## src/boost_prot_pkg.sv

```systemverilog
// package: constants and types of the boost-stage protection block
package boost_prot_pkg;

   // clock and derived timing
   localparam int CLK_RATE_HZ      = 50_000_000;
   localparam int CLK_PERIOD_NS    = 20;
   localparam int SAMPLE_PERIOD_NS = 20_000;
   localparam int SAMPLE_CYCLES    = SAMPLE_PERIOD_NS / CLK_PERIOD_NS;
   localparam int INTEG_RATE_HZ    = 12_500;
   localparam int INTEG_CYCLES     = CLK_RATE_HZ / INTEG_RATE_HZ;
   localparam int WINDOW_1S_MS     = 1000;
   localparam int WINDOW_1S_SAMPLES =
      WINDOW_1S_MS * 1_000_000 / SAMPLE_PERIOD_NS;
   localparam int HALF_MS_US       = 500;
   localparam int HALF_MS_CYCLES   = HALF_MS_US * 1000 / CLK_PERIOD_NS;

   // clamp on-time threshold steps and offsets
   localparam int STEP_1S_US      = 5120;
   localparam int BASE_1S_US      = 2560;
   localparam int STEP_2S_US      = 10240;
   localparam int BASE_2S_US      = 5120;
   localparam int STEP_1S_SAMPLES = STEP_1S_US * 1000 / SAMPLE_PERIOD_NS;
   localparam int BASE_1S_SAMPLES = BASE_1S_US * 1000 / SAMPLE_PERIOD_NS;
   localparam int STEP_2S_SAMPLES = STEP_2S_US * 1000 / SAMPLE_PERIOD_NS;
   localparam int BASE_2S_SAMPLES = BASE_2S_US * 1000 / SAMPLE_PERIOD_NS;

   // overvoltage trip level in volts
   localparam logic [8:0] OV_BASE_120_V = 9'h0e3;
   localparam logic [8:0] OV_CAP_120_V  = 9'h0fe;
   localparam logic [8:0] OV_BASE_230_V = 9'h1b0;
   localparam logic [8:0] OV_CAP_230_V  = 9'h1fc;
   localparam logic [8:0] OV_STEP_V     = 9'h002;

   // leaky integrator
   localparam int         LEAK_SHIFT  = 6;
   localparam logic [9:0] INTEG_INPUT = 10'h008;

   // low-line delay codes in half milliseconds
   localparam logic [7:0][3:0] LL_HALFMS =
      {4'ha, 4'h8, 4'h7, 4'h6, 4'h5, 4'h4, 4'h2, 4'h0};

   // register offsets
   localparam logic [7:0] REG_CLAMP_CFG = 8'h54;
   localparam logic [7:0] REG_OV_CFG    = 8'h55;
   localparam logic [7:0] REG_LL_CFG    = 8'h56;
   localparam logic [7:0] REG_STATUS    = 8'h57;
   localparam logic [7:0] REG_MASK      = 8'h58;
   localparam logic [7:0] REG_STATE     = 8'h59;

   // status and mask bit positions
   localparam int EV_CLAMP = 0;
   localparam int EV_OV    = 1;
   localparam int EV_LL    = 2;
   localparam int EV_START = 3;

   // register layouts, msb first
   typedef struct packed {
      logic [6:0] thr;
      logic       sel;
   } clamp_cfg_t;

   typedef struct packed {
      logic [2:0] limit;
      logic [3:0] level;
      logic       policy;
   } ov_cfg_t;

   typedef struct packed {
      logic [2:0] delay;
      logic       retry;
   } ll_cfg_t;

   // register port request
   typedef struct packed {
      logic [7:0] addr;
      logic [7:0] wdata;
      logic       wr;
      logic       rd;
   } reg_req_t;

   // analog sense levels from the boost stage
   typedef struct packed {
      logic clamp_on;
      logic ov_above;
      logic at_nominal;
      logic lowline;
   } sense_t;

endpackage

```

## src/boost_protect.sv

```systemverilog
// boost-stage protection: clamp overpower, overvoltage, low-line, start
//
// Notes on behaviour
// - sample clamp every 20 us, compare window total
// - one-second threshold: field times 5.12 ms plus 2.56
// - two-second threshold: field times 10.24 ms plus 5.12
// - window select bit: 0 one second, 1 two
// - leaky integrator 63/64, 12.5 kHz, input eight
// - integrator limit zero trips at once, else filters
// - 120 V trip level 227 plus 2n, max 254
// - 230 V trip level 432 plus 2n, max 508
// - start policy: wait temperature check or only lock
//
// Design decision made here: strobed register access.
`timescale 1ns/10ps
`default_nettype none

module boost_protect #(
   parameter bit HIGH_LINE       = 1'b0,
   parameter int WIN_1S_SAMPLES  = boost_prot_pkg::WINDOW_1S_SAMPLES,
   parameter int HALF_MS_CYCLES  = boost_prot_pkg::HALF_MS_CYCLES,
   parameter int SAMPLE_CYCLES   = boost_prot_pkg::SAMPLE_CYCLES
) (
   // clock, reset, enable
   input  wire logic                     clock_i,
   input  wire logic                     resetn_i,
   input  wire logic                     ce_i,
   // register port
   input  wire boost_prot_pkg::reg_req_t reg_req_i,
   output logic [7:0]                    rdata_o,
   // analog sense pins
   input  wire boost_prot_pkg::sense_t   sense_i,
   // power-up sequencing from the controller
   input  wire logic                     converter_locked_i,
   input  wire logic                     temp_check_done_i,
   input  wire logic                     temp_check_pass_i,
   // boost stage control
   output logic                          boost_enable_o,
   output logic                          clamp_overpower_o,
   output logic                          boost_overvoltage_o,
   output logic                          boost_lowline_o,
   output logic [8:0]                    overvoltage_trip_level_o,
   output logic                          upper_current_limit_enable_o,
   // interrupt
   output logic                          irq_o
);

   typedef struct packed {
      boost_prot_pkg::clamp_cfg_t ccfg;
      boost_prot_pkg::ov_cfg_t    ocfg;
      boost_prot_pkg::ll_cfg_t    lcfg;
      logic [3:0]                 status;
      logic [3:0]                 mask;
      logic [7:0]                 rdata;
      boost_prot_pkg::sense_t     sync1;
      boost_prot_pkg::sense_t     sync2;
      logic [9:0]                 samp;
      logic [16:0]                win;
      logic [16:0]                on;
      logic                       cfault;
      logic                       ofault;
      logic [8:0]                 level;
      logic [17:0]                ll_tick;
      logic [3:0]                 ll_half;
      logic                       lfault;
      logic                       started;
   } prot_state_t;

   localparam logic [9:0]  SAMP_LAST = 10'(SAMPLE_CYCLES - 1);
   // comparator must not read above a zero level while in reset
   localparam logic [8:0]  LEVEL_RESET =
      HIGH_LINE ? boost_prot_pkg::OV_BASE_230_V
                : boost_prot_pkg::OV_BASE_120_V;
   localparam logic [16:0] WIN1_LAST = 17'(WIN_1S_SAMPLES - 1);
   localparam logic [16:0] WIN2_LAST = 17'(2 * WIN_1S_SAMPLES - 1);
   localparam logic [17:0] HALF_LAST = 18'(HALF_MS_CYCLES - 1);

   prot_state_t s_reg;
   prot_state_t s_next;
   logic [3:0]  events;
   logic        ov_trip;
   logic        samp_tick;
   logic [16:0] win_last;
   logic        boost_on;

   // clamp on-time limit in 20 us samples
   function automatic logic [16:0] clamp_threshold(
      input boost_prot_pkg::clamp_cfg_t c);
      if (c.sel) begin
         return 17'(c.thr) * 17'(boost_prot_pkg::STEP_2S_SAMPLES)
              + 17'(boost_prot_pkg::BASE_2S_SAMPLES);
      end
      return 17'(c.thr) * 17'(boost_prot_pkg::STEP_1S_SAMPLES)
           + 17'(boost_prot_pkg::BASE_1S_SAMPLES);
   endfunction

   // overvoltage trip level in volts, capped per variant
   function automatic logic [8:0] trip_level(input logic [3:0] f,
                                             input logic       hl);
      logic [8:0] v;
      v = (hl ? boost_prot_pkg::OV_BASE_230_V
              : boost_prot_pkg::OV_BASE_120_V)
        + 9'(f) * boost_prot_pkg::OV_STEP_V;
      if (hl) begin
         return (v > boost_prot_pkg::OV_CAP_230_V) ?
                boost_prot_pkg::OV_CAP_230_V : v;
      end
      return (v > boost_prot_pkg::OV_CAP_120_V) ?
             boost_prot_pkg::OV_CAP_120_V : v;
   endfunction

   // filtered overvoltage fault from the synchronised comparator
   ov_integrator u_integ (
      .clock_i  (clock_i),
      .resetn_i (resetn_i),
      .ce_i     (ce_i),
      .above_i  (s_reg.sync2.ov_above),
      .limit_i  (s_reg.ocfg.limit),
      .trip_o   (ov_trip)
   );

   // boost runs only once started and while no fault is active
   assign boost_on  = s_reg.started & ~s_reg.ofault & ~s_reg.lfault
                    & ~s_reg.cfault;
   assign samp_tick = (s_reg.samp == SAMP_LAST);
   assign win_last  = s_reg.ccfg.sel ? WIN2_LAST : WIN1_LAST;

   // next-state logic; ce low freezes everything
   always_comb begin
      s_next = s_reg;
      events = 4'h0;
      if (ce_i) begin
         s_next.sync1 = sense_i;
         s_next.sync2 = s_reg.sync1;
         s_next.rdata = 8'h00;

         // register writes; status is write-one-to-clear
         if (reg_req_i.wr) begin
            case (reg_req_i.addr)
               boost_prot_pkg::REG_CLAMP_CFG:
                  s_next.ccfg = reg_req_i.wdata;
               boost_prot_pkg::REG_OV_CFG:
                  s_next.ocfg = reg_req_i.wdata;
               boost_prot_pkg::REG_LL_CFG:
                  s_next.lcfg = reg_req_i.wdata[7:4];
               boost_prot_pkg::REG_STATUS:
                  s_next.status = s_reg.status & ~reg_req_i.wdata[3:0];
               boost_prot_pkg::REG_MASK:
                  s_next.mask = reg_req_i.wdata[3:0];
               default: ;
            endcase
         end

         // register reads, data valid next cycle only
         if (reg_req_i.rd) begin
            case (reg_req_i.addr)
               boost_prot_pkg::REG_CLAMP_CFG: s_next.rdata = s_reg.ccfg;
               boost_prot_pkg::REG_OV_CFG:    s_next.rdata = s_reg.ocfg;
               boost_prot_pkg::REG_LL_CFG:
                  s_next.rdata = {s_reg.lcfg, 4'h0};
               boost_prot_pkg::REG_STATUS:
                  s_next.rdata = {4'h0, s_reg.status};
               boost_prot_pkg::REG_MASK:
                  s_next.rdata = {4'h0, s_reg.mask};
               boost_prot_pkg::REG_STATE:
                  s_next.rdata = {3'h0, boost_on, s_reg.started,
                                  s_reg.lfault, s_reg.ofault,
                                  s_reg.cfault};
               default: s_next.rdata = 8'h00;
            endcase
         end

         // clamp sampled once per 20 us
         s_next.samp = samp_tick ? 10'h000 : s_reg.samp + 10'h001;
         if (samp_tick) begin
            if (s_reg.win >= win_last) begin
               // window over: start a fresh accumulation
               s_next.win    = 17'h00000;
               s_next.on     = 17'h00000;
               s_next.cfault = 1'b0;
            end else begin
               s_next.win = s_reg.win + 17'h00001;
               s_next.on  = s_reg.on + 17'(s_reg.sync2.clamp_on);
               if (s_next.on > clamp_threshold(s_reg.ccfg)) begin
                  s_next.cfault = 1'b1;
               end
            end
         end

         // trip level for the analog comparator
         s_next.level = trip_level(s_reg.ocfg.level, HIGH_LINE);

         // latch or retry once back at nominal; trip wins
         if (ov_trip) begin
            s_next.ofault = 1'b1;
         end else if (s_reg.lcfg.retry && !s_reg.sync2.ov_above &&
                      s_reg.sync2.at_nominal) begin
            s_next.ofault = 1'b0;
         end

         if (!s_reg.sync2.lowline) begin
            s_next.ll_tick = 18'h00000;
            s_next.ll_half = 4'h0;
            s_next.lfault  = 1'b0;
         end else if (s_reg.ll_half >=
                      boost_prot_pkg::LL_HALFMS[s_reg.lcfg.delay]) begin
            s_next.lfault = 1'b1;
         end else if (s_reg.ll_tick == HALF_LAST) begin
            s_next.ll_tick = 18'h00000;
            s_next.ll_half = s_reg.ll_half + 4'h1;
         end else begin
            s_next.ll_tick = s_reg.ll_tick + 18'h00001;
         end

         if (!s_reg.started && converter_locked_i &&
             (s_reg.ocfg.policy ||
              (temp_check_done_i && temp_check_pass_i))) begin
            s_next.started = 1'b1;
         end

         // sticky events; a set in the clear cycle survives
         events[boost_prot_pkg::EV_CLAMP] = s_next.cfault & ~s_reg.cfault;
         events[boost_prot_pkg::EV_OV]    = s_next.ofault & ~s_reg.ofault;
         events[boost_prot_pkg::EV_LL]    = s_next.lfault & ~s_reg.lfault;
         events[boost_prot_pkg::EV_START] =
            s_next.started & ~s_reg.started;
         s_next.status = s_next.status | events;
      end
   end

   // state register, all clears on reset except the trip level
   always_ff @(posedge clock_i or negedge resetn_i) begin
      if (!resetn_i) begin
         s_reg       <= '0;
         s_reg.level <= LEVEL_RESET;
      end else begin
         s_reg <= s_next;
      end
   end

   // outputs straight from state
   assign rdata_o                  = s_reg.rdata;
   assign boost_enable_o           = boost_on;
   assign clamp_overpower_o        = s_reg.cfault;
   assign boost_overvoltage_o      = s_reg.ofault;
   assign boost_lowline_o          = s_reg.lfault;
   assign overvoltage_trip_level_o = s_reg.level;
   // retrying needs the upper current limit to drain the capacitor
   assign upper_current_limit_enable_o = s_reg.lcfg.retry & s_reg.ofault;
   assign irq_o                    = |(s_reg.status & s_reg.mask);
endmodule

`default_nettype wire

```

## src/ov_integrator.sv

```systemverilog
// leaky integrator that filters the boost overvoltage comparator
`timescale 1ns/10ps
`default_nettype none

module ov_integrator (
   // clock, reset, enable
   input  wire logic       clock_i,
   input  wire logic       resetn_i,
   input  wire logic       ce_i,
   // comparator level and filter limit
   input  wire logic       above_i,
   input  wire logic [2:0] limit_i,
   // filtered fault
   output logic            trip_o
);

   typedef struct packed {
      logic [11:0] tick;
      logic [9:0]  acc;
      logic        trip;
   } integ_state_t;

   localparam logic [11:0] TICK_LAST =
      12'(boost_prot_pkg::INTEG_CYCLES - 1);

   integ_state_t s_reg;
   integ_state_t s_next;

   // integrator step at 12.5 kHz, leak 1/64 each step
   always_comb begin
      s_next = s_reg;
      if (ce_i) begin
         if (s_reg.tick == TICK_LAST) begin
            s_next.tick = 12'h000;
            s_next.acc = s_reg.acc
               - (s_reg.acc >> boost_prot_pkg::LEAK_SHIFT)
               + (above_i ? boost_prot_pkg::INTEG_INPUT : 10'h000);
         end else begin
            s_next.tick = s_reg.tick + 12'h001;
         end
         s_next.trip = (limit_i == 3'h0) ? above_i :
                       (s_next.acc > {1'b0, limit_i, 6'h00});
      end
   end

   // state register
   always_ff @(posedge clock_i or negedge resetn_i) begin
      if (!resetn_i) begin
         s_reg <= '0;
      end else begin
         s_reg <= s_next;
      end
   end

   assign trip_o = s_reg.trip;
endmodule

`default_nettype wire

```

## config.mk

```make
export PLATFORM = sky130hd
export DESIGN_NAME = boost_protect
export DESIGN_NICKNAME = d
export VERILOG_FILES = /design/src/boost_prot_pkg.sv /design/src/boost_protect.sv /design/src/ov_integrator.sv
export SDC_FILE = /design/constraint.sdc
export NUM_CORES = 1
export LEC_CHECK = 0
export BUFFER_PORTS_ARGS = -buffer_cell sky130_fd_sc_hd__buf_2
export CAP_MARGIN = 15
export CELL_PAD_IN_SITES_DETAIL_PLACEMENT = 1
export CELL_PAD_IN_SITES_GLOBAL_PLACEMENT = 2
export CORE_MARGIN = 2
export CORE_UTILIZATION = 40
export CTS_CLUSTER_SIZE = 20
export DETAILED_ROUTE_END_ITERATION = 10
export HOLD_SLACK_MARGIN = 0.05
export PLACE_DENSITY = 0.88
export REMOVE_ABC_BUFFERS = 1
export SLEW_MARGIN = 20
export SYNTH_ARGS = -nofsm -noshare
export SYNTH_HDL_FRONTEND = slang
export SYNTH_SLANG_ARGS = --single-unit
```

## constraint.sdc

```tcl
create_clock -name clock_i -period 3.9 [get_ports clock_i]
set_input_delay 0.39 -clock clock_i [delete_from_list [all_inputs] [get_ports clock_i]]
set_output_delay 0.39 -clock clock_i [all_outputs]
set_load 0.005 [all_outputs]
```

# --- After elaboration in Yosys (flattened, before gate mapping) ---
# Memory sizes are Yosys's and may differ from the RTL's.
# Cells that the tools add are included.
totals:
  regBits: 146
  rom_bits: 32
  input_bits: 28
  output_inout_bits: 23
  word_cells: 141
  n_memories: 1
classes:
  add_sub_neg: 11
  n_lt_le_gt_ge: 6
  n_eq_ne: 17
  muxes: 42
  bitwise: 16
  reduce_logical: 17
memory_table:
  columns: ["name", "depth", "width", "rd", "rd_ports_with_merged_regs", "wr", "line_no", "rtl"]
  rows:
  - ["(name not given)", 8, 4, 1, 0, 0, "boost_protect.sv:206", "boost_prot_pkg::LL_HALFMS[s_reg.lcfg.delay]) begin"]
op_table:
  columns: ["operator", "n"]
  rows:
  - ["$mux 35", 3]
  - ["$mux 17", 6]
  - ["$mux 28", 2]
  - ["$eq 8x7->1 const B", 6]
  - ["$pmux 8 s6", 1]
  - ["$mux 23", 2]
  - ["$mux 10", 3]
  - ["$mux 4", 6]
  - ["$mux 8", 3]
  - ["$mux 22", 1]
  - ["$add 18x1->18 const B", 1]
  - ["$eq 18x15->1 const B", 1]
  - ["$mux 18", 1]
  - ["$add 16x9->17 const B", 1]
  - ["$add 17x1->17", 1]
  - ["$add 17x1->17 const B", 1]
  - ["$ge 17x17->1", 1]
  - ["$gt 17x17->1", 1]
  - ["$add 15x8->16 const B", 1]
  - ["$reduce_and 3->1", 5]
  - ["$add 12x1->12 const B", 1]
  - ["$eq 12x12->1 const B", 1]
  - ["$mux 1", 12]
  - ["$mux 12", 1]
  - ["other kinds (25)", 47]

# --- Depth between registers and ports, before layout ---
# Gate-level depths: netlist (run 1).
depth:
  depth_word: 16
  ltp_mapped: 16
  ltp_nobuf: 16

# --- By module ---
# Synthesis (run 1) repeated with hierarchy kept, for this count alone.
hier_totals:
  hier_cells: 852
  hier_area_um2: 8374.3
modules_own_cells:
  columns: ["mod", "instances", "cells_each", "area_each_um2"]
  rows:
  - ["boost_protect", 1, 681, 6795.3]
  - ["ov_integrator", 1, 171, 1579.0]

# --- Worst setup path after synthesis (run 1) ---
# OpenSTA, ideal clock, no wires.
synth_timing:
  kind: "register -> register"
  startpoint: "reg u_integ.s_reg[8] in the netlist's numbering"
  endpoint: "reg u_integ.s_reg (netlist bit u_integ.trip_o)"
  arrival_time_ps: 3052
  slack_ps: 702
  stages_incl_launch_ff: 16
  path_buffers: 0
  period_less_slack_ps: 3198
  cell_sequence: "dfrtp_1 -> inv_1 -> ha_1 -> ha_1 -> fa_1 -> a211oi_1 -> o21bai_1 -> a21oi_1 -> xnor2_1 -> mux2_2 -> ha_1 -> nor2b_1 -> o21ai_0 -> a211oi_1 -> o211ai_1 -> o311ai_0"
synth_via:
  elab_chain_cells: 6
synth_lines:
  columns: ["item", "line_no", "rtl"]
  rows:
  - ["start: declaration", "ov_integrator.sv:26", "integ_state_t s_reg;"]
  - ["start signal: assignment", "ov_integrator.sv:51", "s_reg <= s_next;"]
  - ["$sub 10x4->10", "ov_integrator.sv:36", "- (s_reg.acc >> boost_prot_pkg::LEAK_SHIFT)"]
  - ["$add 10x10->10", "ov_integrator.sv:37", "+ (above_i ? boost_prot_pkg::INTEG_INPUT : 10'h000);"]
  - ["$mux 10 (*)", "ov_integrator.sv:33", "if (s_reg.tick == TICK_LAST) begin"]
  - ["$mux 10 (*)", "ov_integrator.sv:32", "if (ce_i) begin"]
  - ["$gt 10x9->1 (*)", "ov_integrator.sv:42", "(s_next.acc > {1'b0, limit_i, 6'h00});"]
  - ["$mux 1 (*)", "ov_integrator.sv:41", "s_next.trip = (limit_i == 3'h0) ? above_i :"]
# Every way passes the cells marked *; elsewhere a longest branch is shown, timed or not. The select of a mux whose other input is x is not followed.
# A chain may end at the register's enable or synchronous reset.

# --- Final worst setup path (run 1) ---
# Same ends and word-level chain as after synthesis.

==> results.md, run 1 <==
- Outcome: completed
- Final RePlAce weighted congestion: 0.774
- Static leakage power: 4.19 nW
- DR iter-0 viols: 308
- Synth warn: 0
- Post-Route WL: 21,300 µm
- Core Util, Final: 45.9%
- Core area: 0.0204 mm²
- Largest register FFs: 103
- Layout cell share with drive strength beyond 1: 15.3%
- WL/cell: 18.1 µm
- Initial Utilization: 41.0%
- Via/cell ratio: 5.59
- Clk buf depth: 2
- Register area share after synthesis: 43.5%
- Max-cap violations: 0
- Fill cells: 2,329
- Setup crit end kind: register
- Die Width: 148 µm
- Cell variety after synth: 69
- Final Setup Violations: 0
- CTS tree: built
- Total grt overflow: 0
- Routed Antenna Nets: 0
- Rel. slew slack: 32.3%
- Port Buffers: 50
- Post-cts sizing count: 0
- Drc violations: 0
- Synthesized flop and latch total: 145
- Post-route clock period utilization: 91.6%
- Synth async-reset ratio: 100%
- Global Route Usage Sum: 20.3%
- Largest area contributor in the netlist: dfrtp_1
- Post-CTS Setup Bufs: 0
- Worst endpoint data arrival time: 3.87 ns
- Reg clk slew, reported paths: 0.06 ns
- Yosys top cell area share: 42.3%
- IO Pins: 51
- Die Ht: 148 µm
- Final std cells w/o fill: 1,177
- Pwr Density: 412 mW/mm²
- CTS Root Cell: clkbuf_16
- # placed instances: 1,145
- TritonCTS Buffers: 17
- Clk sinks: 145
- Layout area overhead: 12.0%
- Synthesized instance count: 862
- Top area cells in the synthesized netlist: dfrtp_1 (42%), ha_1 (6.9%), mux2_2 (4.2%)
- Initial antenna violation count: 0
- RSZ-0062 raised after global routing: no
- Power, Total: 3.85 mW
- Via count: 6,578
- Synth cell count leaders: dfrtp_1 (141), nor2_1 (92), nand2_1 (89)
- Final nets: 971
- CP Class: register to register
- Antenna Cells: 0
- Setup TNS: 0 ns
- Max Clock Skew: 0.00848 ns
- H-Tree Depth: 4
- WHS: 0.0901 ns
- Post-CTS Hold Fix Bufs: 0
- Largest net degree at the start of global routing: 107
- Pre-antenna DRT Iters: 5
- Average size of a mapped cell: 9.68 µm²
- Slew @ Worst Pin: 1.02 ns
- DIE AREA: 0.0220 mm²
- Worst hold path class: primary input to asynchronous set/reset pin
- Count of pins over their slew limit: 0
- Worst-path fanout max: 4
- Site row count: 52
- Worst-skew pair later-pin latency: 0.43 ns
- Peak Freq: 280 MHz
- Post-Syn Area: 0.00835 mm²
- Post-synth top flop: dfrtp_1
- Vias in the first global route: 6,847
- Post-DP HPWL: 14,900 µm
- Max rail drop VDD: 0.000329 V
- Most common cell in the netlist: dfrtp_1
- Post-synth EDFFs: 0
- Worst Setup Start Kind: register
- First-pass GRT wire length: 35,400 µm
- Final Hold Vio Count: 0
- Critical Path RT: 4.20 ns
- Min Tclk post-route: 3.57 ns
-- where the power goes --
part | total, mW | internal (mW) | leakage (nW) | switching, mW
clock network | 1.66 | 1.01 | 0.294 | 0.648
logic | 0.455 | 0.195 | 1.99 | 0.260
registers | 1.74 | 1.61 | 1.90 | 0.125
-- critical path, stage by stage (launching register included) --
cell	delay, ns
dfrtp_1	0.39
inv_1	0.08
ha_1	0.28
ha_1	0.23
fa_1	0.41
a211oi_1	0.41
o21bai_1	0.13
a21oi_1	0.18
xnor2_1	0.10
mux2_2	0.27
ha_1	0.28
nor2b_1	0.12
o21ai_0	0.08
a211oi_1	0.24
o211ai_1	0.13
o311ai_0	0.12
-- area by class of cell --
| type | instances | area [µm²] | area share (%) |
|---|---|---|---|
| well taps | 270 | 338 | 3.61 |
| flip-flops and latches | 145 | 3630 | 38.9 |
| multi-input cells | 640 | 4340 | 46.4 |
| clock inverters | 8 | 101 | 1.08 |
| repair buffers | 61 | 339 | 3.63 |
| clock buffers | 23 | 488 | 5.22 |
| inverters | 30 | 113 | 1.20 |
-- kinds of logic after synthesis --
group                    after synthesis  share of synthesized area [%]
AO/OA/AOI/OAI                        175                           14.2
flip-flops                           145                           43.5
adder cells (fa/ha/maj)               48                           7.38
multiplexers                          48                           6.22
XOR/XNOR                              52                           5.46
buffers and inverters                 77                           4.48
AND/OR/NAND/NOR                      317                           18.8
-- cell usage in the layout, fill, tap and decap left out, drive strengths merged, types with 8 or more instances in the layout --
cell type	instances
o21ai	55
nor2	93
and3	15
mux2i	17
dfrtp	141
nor2b	8
xnor2	32
mux2	31
o2bb2ai	11
inv	32
nor3	13
a22o	9
nand2b	14
buf	61
a21oi	18
ha	46
clkbuf	23
o31ai	15
xor2	20
nand2	89
nand4	18
nand3	35
a31oi	20
-- layer usage --
layer | vias to the layer above | global-route usage, % | part of all wire, %
met3 | 20 | 3.44 | 2.9
met2 | 104 | 32.7 | 47
met1 | 3299 | 28.3 | 49
met4 | 0 | 5.52 | 1.2
met5 | - | 0 | 0
li1 | 3155 | - | -
-- final timing paths --
check / startpoint / endpoint / slack (ns) / depth (start not counted)
worst max-delay path: u_integ.s_reg[8] / u_integ.trip_o / 0.33 / 15
worst min-delay path: resetn_i / s_reg[55] / 0.09 / 1
worst max register to register: u_integ.s_reg[8] / u_integ.trip_o / 0.33 / 15
worst min register to register: u_integ.s_reg[15] / u_integ.s_reg[15] / 0.48 / 1
max in group asynchronous: resetn_i / s_reg[98] / 2.92 / 2
min in group clock_i: sense_i[3] / s_reg[86] / 0.20 / 2
-- stage by stage --
step	setup slack [ns]	area, µm²
after floorplan	0.699	8090
after CTS	0.289	9340
after global placement	0.478	8750
after detailed placement	0.312	8750
after global routing	0.0369	9350
final	0.328	9350
No activity file was read; power rests on OpenSTA's default activity.
==> inputs of run 2 (changes only) <==
- CELL_PAD_IN_SITES_DETAIL_PLACEMENT: 1 -> 2
- clock period: 3.9 -> 3.6 ns (I/O delays scaled with it)
==> run 2 against run 1 <==
  * The flow now finishes with violations (negative setup slack)
  * First-iteration DRC count is 47% higher
  * Sequential share of layout area is 0.90 points lower
  * Global-route usage is 7.6 points higher
  * Cell count is 0.76% higher
  * Die area stayed put
  * Largest power group unchanged
==> results.md, run 2 (synthesized netlist as in run 1, its figures left out) <==
- Setup TNS: -0.0329 ns
- Max rail drop VDD: 0.000283 V
- Worst-path fanout max: 2
- TritonCTS Buffers: 17
- Core area: 0.0204 mm²
- Post-DP HPWL: 18,300 µm
- Via count: 7,205
- Final RePlAce weighted congestion: 0.812
- Count of pins over their slew limit: 0
- WHS: 0.167 ns
- Via/cell ratio: 6.08
- CTS tree: built
- IO Pins: 51
- Setup crit end kind: register
- Final Setup Violations: 1
- Initial antenna violation count: 1
- Commonest non-fill, non-tap cell in the layout: dfrtp_1
- Min Tclk post-route: 3.63 ns
- Sequential share of power: 43.4%
- Post-Route WL: 30,900 µm
- Critical Path RT: 3.90 ns
- WL/cell: 26.1 µm
- Antenna Cells: 0
- DIE AREA: 0.0220 mm²
- Total grt overflow: 0
- Rel. slew slack: 40.7%
- Site row count: 52
- Switching share of power: 28.9%
- Max-cap violations: 0
- CP Class: register to register
- Most frequent cells in the layout: dfrtp_1 (141), nand2_1 (88), nor2_1 (87), o21ai_0 (50), buf_2 (49)
- Post-route clock period utilization: 101%
- Worst path max stage delay: 0.42 ns
- Largest register FFs: 103
- CTS Root Cell: clkbuf_16
- Drc violations: 0
- Initial Utilization: 41.0%
- Slew @ Worst Pin: 0.887 ns
- Max Clock Skew: 0.0112 ns
- Die Ht: 148 µm
- Outcome: finished, violations left
- Pre-antenna DRT Iters: 5
- Worst Setup Slack, final: -0.0329 ns
- Clk sinks: 145
- Int Pwr: 3.12 mW
- Vias in the first global route: 8,006
- Combinational power share: 13.9%
- Final Hold Vio Count: 0
- Sw power: 1.27 mW
- Layout area overhead: 14.7%
- Reg clk slew, reported paths: 0.06 ns
- Final nets: 979
- Worst hold path class: primary input to register
- Slowest CP cell: dfrtp_1
- Clk buf depth: 2
- Port Buffers: 50
- Layout cell share with drive strength beyond 1: 18.9%
- Die Width: 148 µm
- Worst Setup Start Kind: register
- Static leakage power: 4.25 nW
- First-pass GRT wire length: 46,900 µm
- Worst-skew pair later-pin latency: 0.44 ns
- Routed Antenna Nets: 0
- Failing checks: negative setup slack
- Global Route Usage Sum: 27.8%
- Peak Freq: 275 MHz
- DR iter-0 viols: 454
- H-Tree Depth: 4
- Pwr Density: 458 mW/mm²
- Largest net degree at the start of global routing: 61
- CP cell instances: inv_2 > ha_1 > ha_2 > fa_2 > a211oi_2 > o21bai_1 > a21oi_1 > xnor2_1 > mux2_4 > ha_4 > nand3_1 > nor2_2 > buf_4 > nand4_1 > o211ai_1 > o311ai_1
- Clock power share: 42.7%
- Power, Total: 4.38 mW
- R2R Setup Slk: -0.03 ns
- Worst endpoint data arrival time: 3.93 ns
==> run 2: what timing repair did <==
action | CTS | global route
hold buffers | 1 | 0
resized for setup | 8 | 27
setup endpoints to repair | 2 | 3
endpoints found under the hold margin | 52 | 0
pin swaps | 3 | 15
setup buffers | 2 | 4
cloned | 0 | 0
==> run 2: cell type report <==
type                            instances  area, µm²
Clock buffer                           21        460
Multi-Input combinational cell        640       4480
Sequential cell                       145       3630
Timing Repair Buffer                   69        414
Fill cell                            2150      10800
Clock inverter                         11        136
Inverter                               30        113
Tap cell                              270        338
==> run 2: worst paths after layout <==
| check | start | end | cells after the start |
|---|---|---|---|
| max reg2reg | u_integ.s_reg[8] | u_integ.trip_o | 16 |
| min in group asynchronous | resetn_i | s_reg[52] | 2 |
| max | u_integ.s_reg[8] | u_integ.trip_o | 16 |
| min reg2reg | u_integ.s_reg[15] | u_integ.s_reg[15] | 1 |
| max in group asynchronous | resetn_i | s_reg[5] | 3 |
| min | sense_i[2] | s_reg[85] | 2 |
==> run 2: critical path: cells and delay by family, from the launching register on <==
kind	cells	cell delay, ns
AOI/OAI and AO/OA	5	0.86
xor gates and xnor gates	1	0.13
adders and majority gates	4	1.17
buffers and inverters	2	0.23
DFF	1	0.42
muxes	1	0.29
and+or+nand+nor	3	0.40
==> run 2: power groups by stage <==
| stage | Clock [mW] | Sequential, mW | Combinational [mW] |
|---|---|---|---|
| floorplan | 0 | 1.87 | 0.322 |
| global placement | 0 | 1.90 | 0.489 |
| detailed placement | 0 | 1.92 | 0.535 |
| CTS | 1.90 | 1.90 | 0.587 |
| global route | 1.96 | 1.92 | 0.668 |
| finish | 1.87 | 1.90 | 0.610 |
==> run 2: per-stage QoR <==
| step | instance area (µm²) | instances | worst slack, ns | utilization (%) |
|---|---|---|---|---|
| detailed placement | 8780 | 1147 | -0.126 | 43.1 |
| global route | 9570 | 1186 | -0.212 | 47.0 |
| CTS | 9440 | 1182 | 0.0175 | 46.3 |
| finish | 9570 | 1186 | -0.0329 | 47.0 |
| global placement | 8780 | 1147 | 0.245 | 43.1 |
| floorplan | 8090 | 815 | 0.399 | - |
==> run 2: metal layers <==
| layer | up-vias | part of all wire (%) | GRT usage, % |
|---|---|---|---|
| met3 | 80 | 3.2 | 5.09 |
| met1 | 3769 | 41 | 33.6 |
| li1 | 3159 | - | - |
| met5 | - | 0.052 | 0 |
| met2 | 195 | 52 | 49.4 |
| met4 | 2 | 3.6 | 10.6 |
==> inputs of run 3 (changes only) <==
- CORE_UTILIZATION: 40 -> 43
- PLACE_DENSITY: 0.88 -> 0.93
- clock period: 3.6 -> 4.3 ns (I/O delays scaled with it)
==> run 3 against run 2 <==
  * The run now ends clean
  * Global-route usage rose by 5.4 points
  * Register-to-register slack improved by 0.34 ns
  * Cell count decreased by 1.8%
  * Critical path depth is 1 lower
  * Sequential power is 16% lower
  * Total power down 17%
  * Routed wire length grew 5.6%
  * Clock power shrank 16%
  * Critical endpoint unchanged
  * Largest cell class unchanged
  * Largest power group unchanged
  * Highest routed layer is now met4
==> results.md, run 3 (synthesized netlist as in run 1, its figures left out) <==
- RSZ-0062 raised after global routing: no
- Min Tclk post-route: 3.99 ns
- Max Clock Skew: 0.0102 ns
- Final RePlAce weighted congestion: 0.807
- IO Pins: 51
- Worst path max stage delay: 0.48 ns
- Peak Freq: 251 MHz
- Post-CTS Setup Bufs: 0
- Largest register FFs: 103
- WL/cell: 28.0 µm
- Clk sinks: 145
- Layout cell share with drive strength beyond 1: 14.9%
- Pwr Density: 392 mW/mm²
- Critical Path RT: 4.58 ns
- Final Setup Violations: 0
- Core area: 0.0189 mm²
- DIE AREA: 0.0205 mm²
- DR iter-0 viols: 414
- Routed Antenna Nets: 0
- Post-cts sizing count: 0
- Post-route cell area: 0.00932 mm²
- Placed Area: 0.00872 mm²
- TritonCTS Buffers: 17
- Core Util, Final: 49.3%
- Drc violations: 0
- Site row count: 50
- Final std cells w/o fill: 1,165
- Initial Utilization: 44.2%
- Post-Route WL: 32,700 µm
- Final nets: 967
- Static leakage power: 4.15 nW
- Reg clk slew, reported paths: 0.07 ns
- Via/cell ratio: 6.28
- Layout area overhead: 11.6%
- Commonest non-fill, non-tap cell in the layout: dfrtp_1
- CP cell instances: inv_1 > fa_1 > ha_1 > a21oi_1 > a21boi_0 > o21ai_0 > nor2b_1 > xnor2_1 > mux2i_1 > ha_1 > nand3_1 > nor2_1 > nand3_1 > o211ai_1 > o311ai_0
- Die Ht: 143 µm
- Setup crit end kind: register
- Worst-path fanout max: 4
- Setup TNS: 0 ns
- R2R Setup Slk: 0.31 ns
- Worst Setup Start Kind: register
- Die Width: 143 µm
- Slew @ Worst Pin: 0.981 ns
- Global Route Usage Sum: 33.3%
- First-pass GRT wire length: 51,100 µm
- Worst endpoint data arrival time: 4.27 ns
- Worst hold path class: primary input to asynchronous set/reset pin
- CP Class: register to register
- Initial antenna violation count: 1
- Post-DP HPWL: 20,000 µm
- Post-route clock period utilization: 92.8%
- Clk buf depth: 2
- WHS: 0.0378 ns
- Pre-antenna DRT Iters: 4
- Rel. slew slack: 34.4%
- Worst reg2reg path endpoint: u_integ.trip_o
- Slowest CP cell: fa_1
- CTS tree: built
- CTS Root Cell: clkbuf_16
- Largest net degree at the start of global routing: 82
- H-Tree Depth: 4
- Most frequent cells in the layout: dfrtp_1 (141), nor2_1 (91), nand2_1 (89), o21ai_0 (53), buf_2 (49)
- Worst Reg-to-Reg Cells: 15
- Max rail drop VDD: 0.000288 V
- Via count: 7,322
- R2r startpoint: u_integ.s_reg[10]
- Worst-skew pair later-pin latency: 0.45 ns
- Outcome: completed
- Port Buffers: 50
- Max-cap violations: 0
- Count of pins over their slew limit: 0
- Vias in the first global route: 8,347
- Total grt overflow: 0
- # placed instances: 1,132
- Post-CTS Hold Fix Bufs: 0
- Final Hold Vio Count: 0
[run 3: cell count changes in the layout (fill, tap and decap cells not counted), sizes merged]
cell / before / now
diode: 0 / 1
clkbuf: 21 / 22
buf: 68 / 57
dlygate4sd3: 1 / 0
clkinvlp: 1 / 3
clkinv: 7 / 4
[run 3: through the flow]
stage,worst slack (ns),power [mW]
5_1_grt,0.172,3.76
4_1_cts,0.358,3.65
3_3_place_gp,0.886,1.99
3_5_place_dp,0.657,2.05
6_report,0.310,3.65
2_1_floorplan,1.10,1.83
[run 3: worst max-delay path by stage]
stage	from	end	slack [ns]	cells past startpoint
5_1_grt	s_reg[35]	s_reg[99]	0.17	13
3_5_place_dp	u_integ.s_reg[8]	u_integ.trip_o	0.66	15
6_report	u_integ.s_reg[10]	u_integ.trip_o	0.31	15
2_1_floorplan	u_integ.s_reg[8]	u_integ.trip_o	1.10	15
3_3_place_gp	u_integ.s_reg[8]	u_integ.trip_o	0.89	15
4_1_cts	u_integ.s_reg[10]	u_integ.trip_o	0.36	15
[run 3: final cells by class]
type / count / area, µm²
Antenna cell: 1 / 2.50
Fill cell: 2009 / 9580
Clock buffer: 22 / 454
Clock inverter: 10 / 136
Tap cell: 260 / 325
Inverter: 30 / 113
Timing Repair Buffer: 57 / 309
Sequential cell: 145 / 3630
Multi-Input combinational cell: 640 / 4340
[run 3: worst max-delay path: cells and delay by family, from the launching register on]
family	cells	cell delay, ns
flip-flops	1	0.39
AO/OA/AOI/OAI	5	1.03
adder cells (fa/ha/maj)	3	1.17
XOR/XNOR	1	0.17
buffers and inverters	1	0.19
multiplexers	1	0.15
AND/OR/NAND/NOR	4	0.71
[run 3: power breakdown]
| part | switching (mW) | leakage (nW) | total (mW) | internal, mW |
|---|---|---|---|---|
| clock | 0.642 | 0.280 | 1.57 | 0.926 |
| sequential | 0.137 | 1.90 | 1.60 | 1.46 |
| combinational | 0.302 | 1.97 | 0.486 | 0.184 |
| total | 1.08 | 4.15 | 3.65 | 2.57 |
[run 3: routing by layer]
layer	vias up	track usage [%]	wire length, µm
met3	110	5.50	1380
met1	3807	39.3	13200
met4	0	16.7	1440
met2	275	58.5	16700
li1	3130	-	-
met5	-	0	0
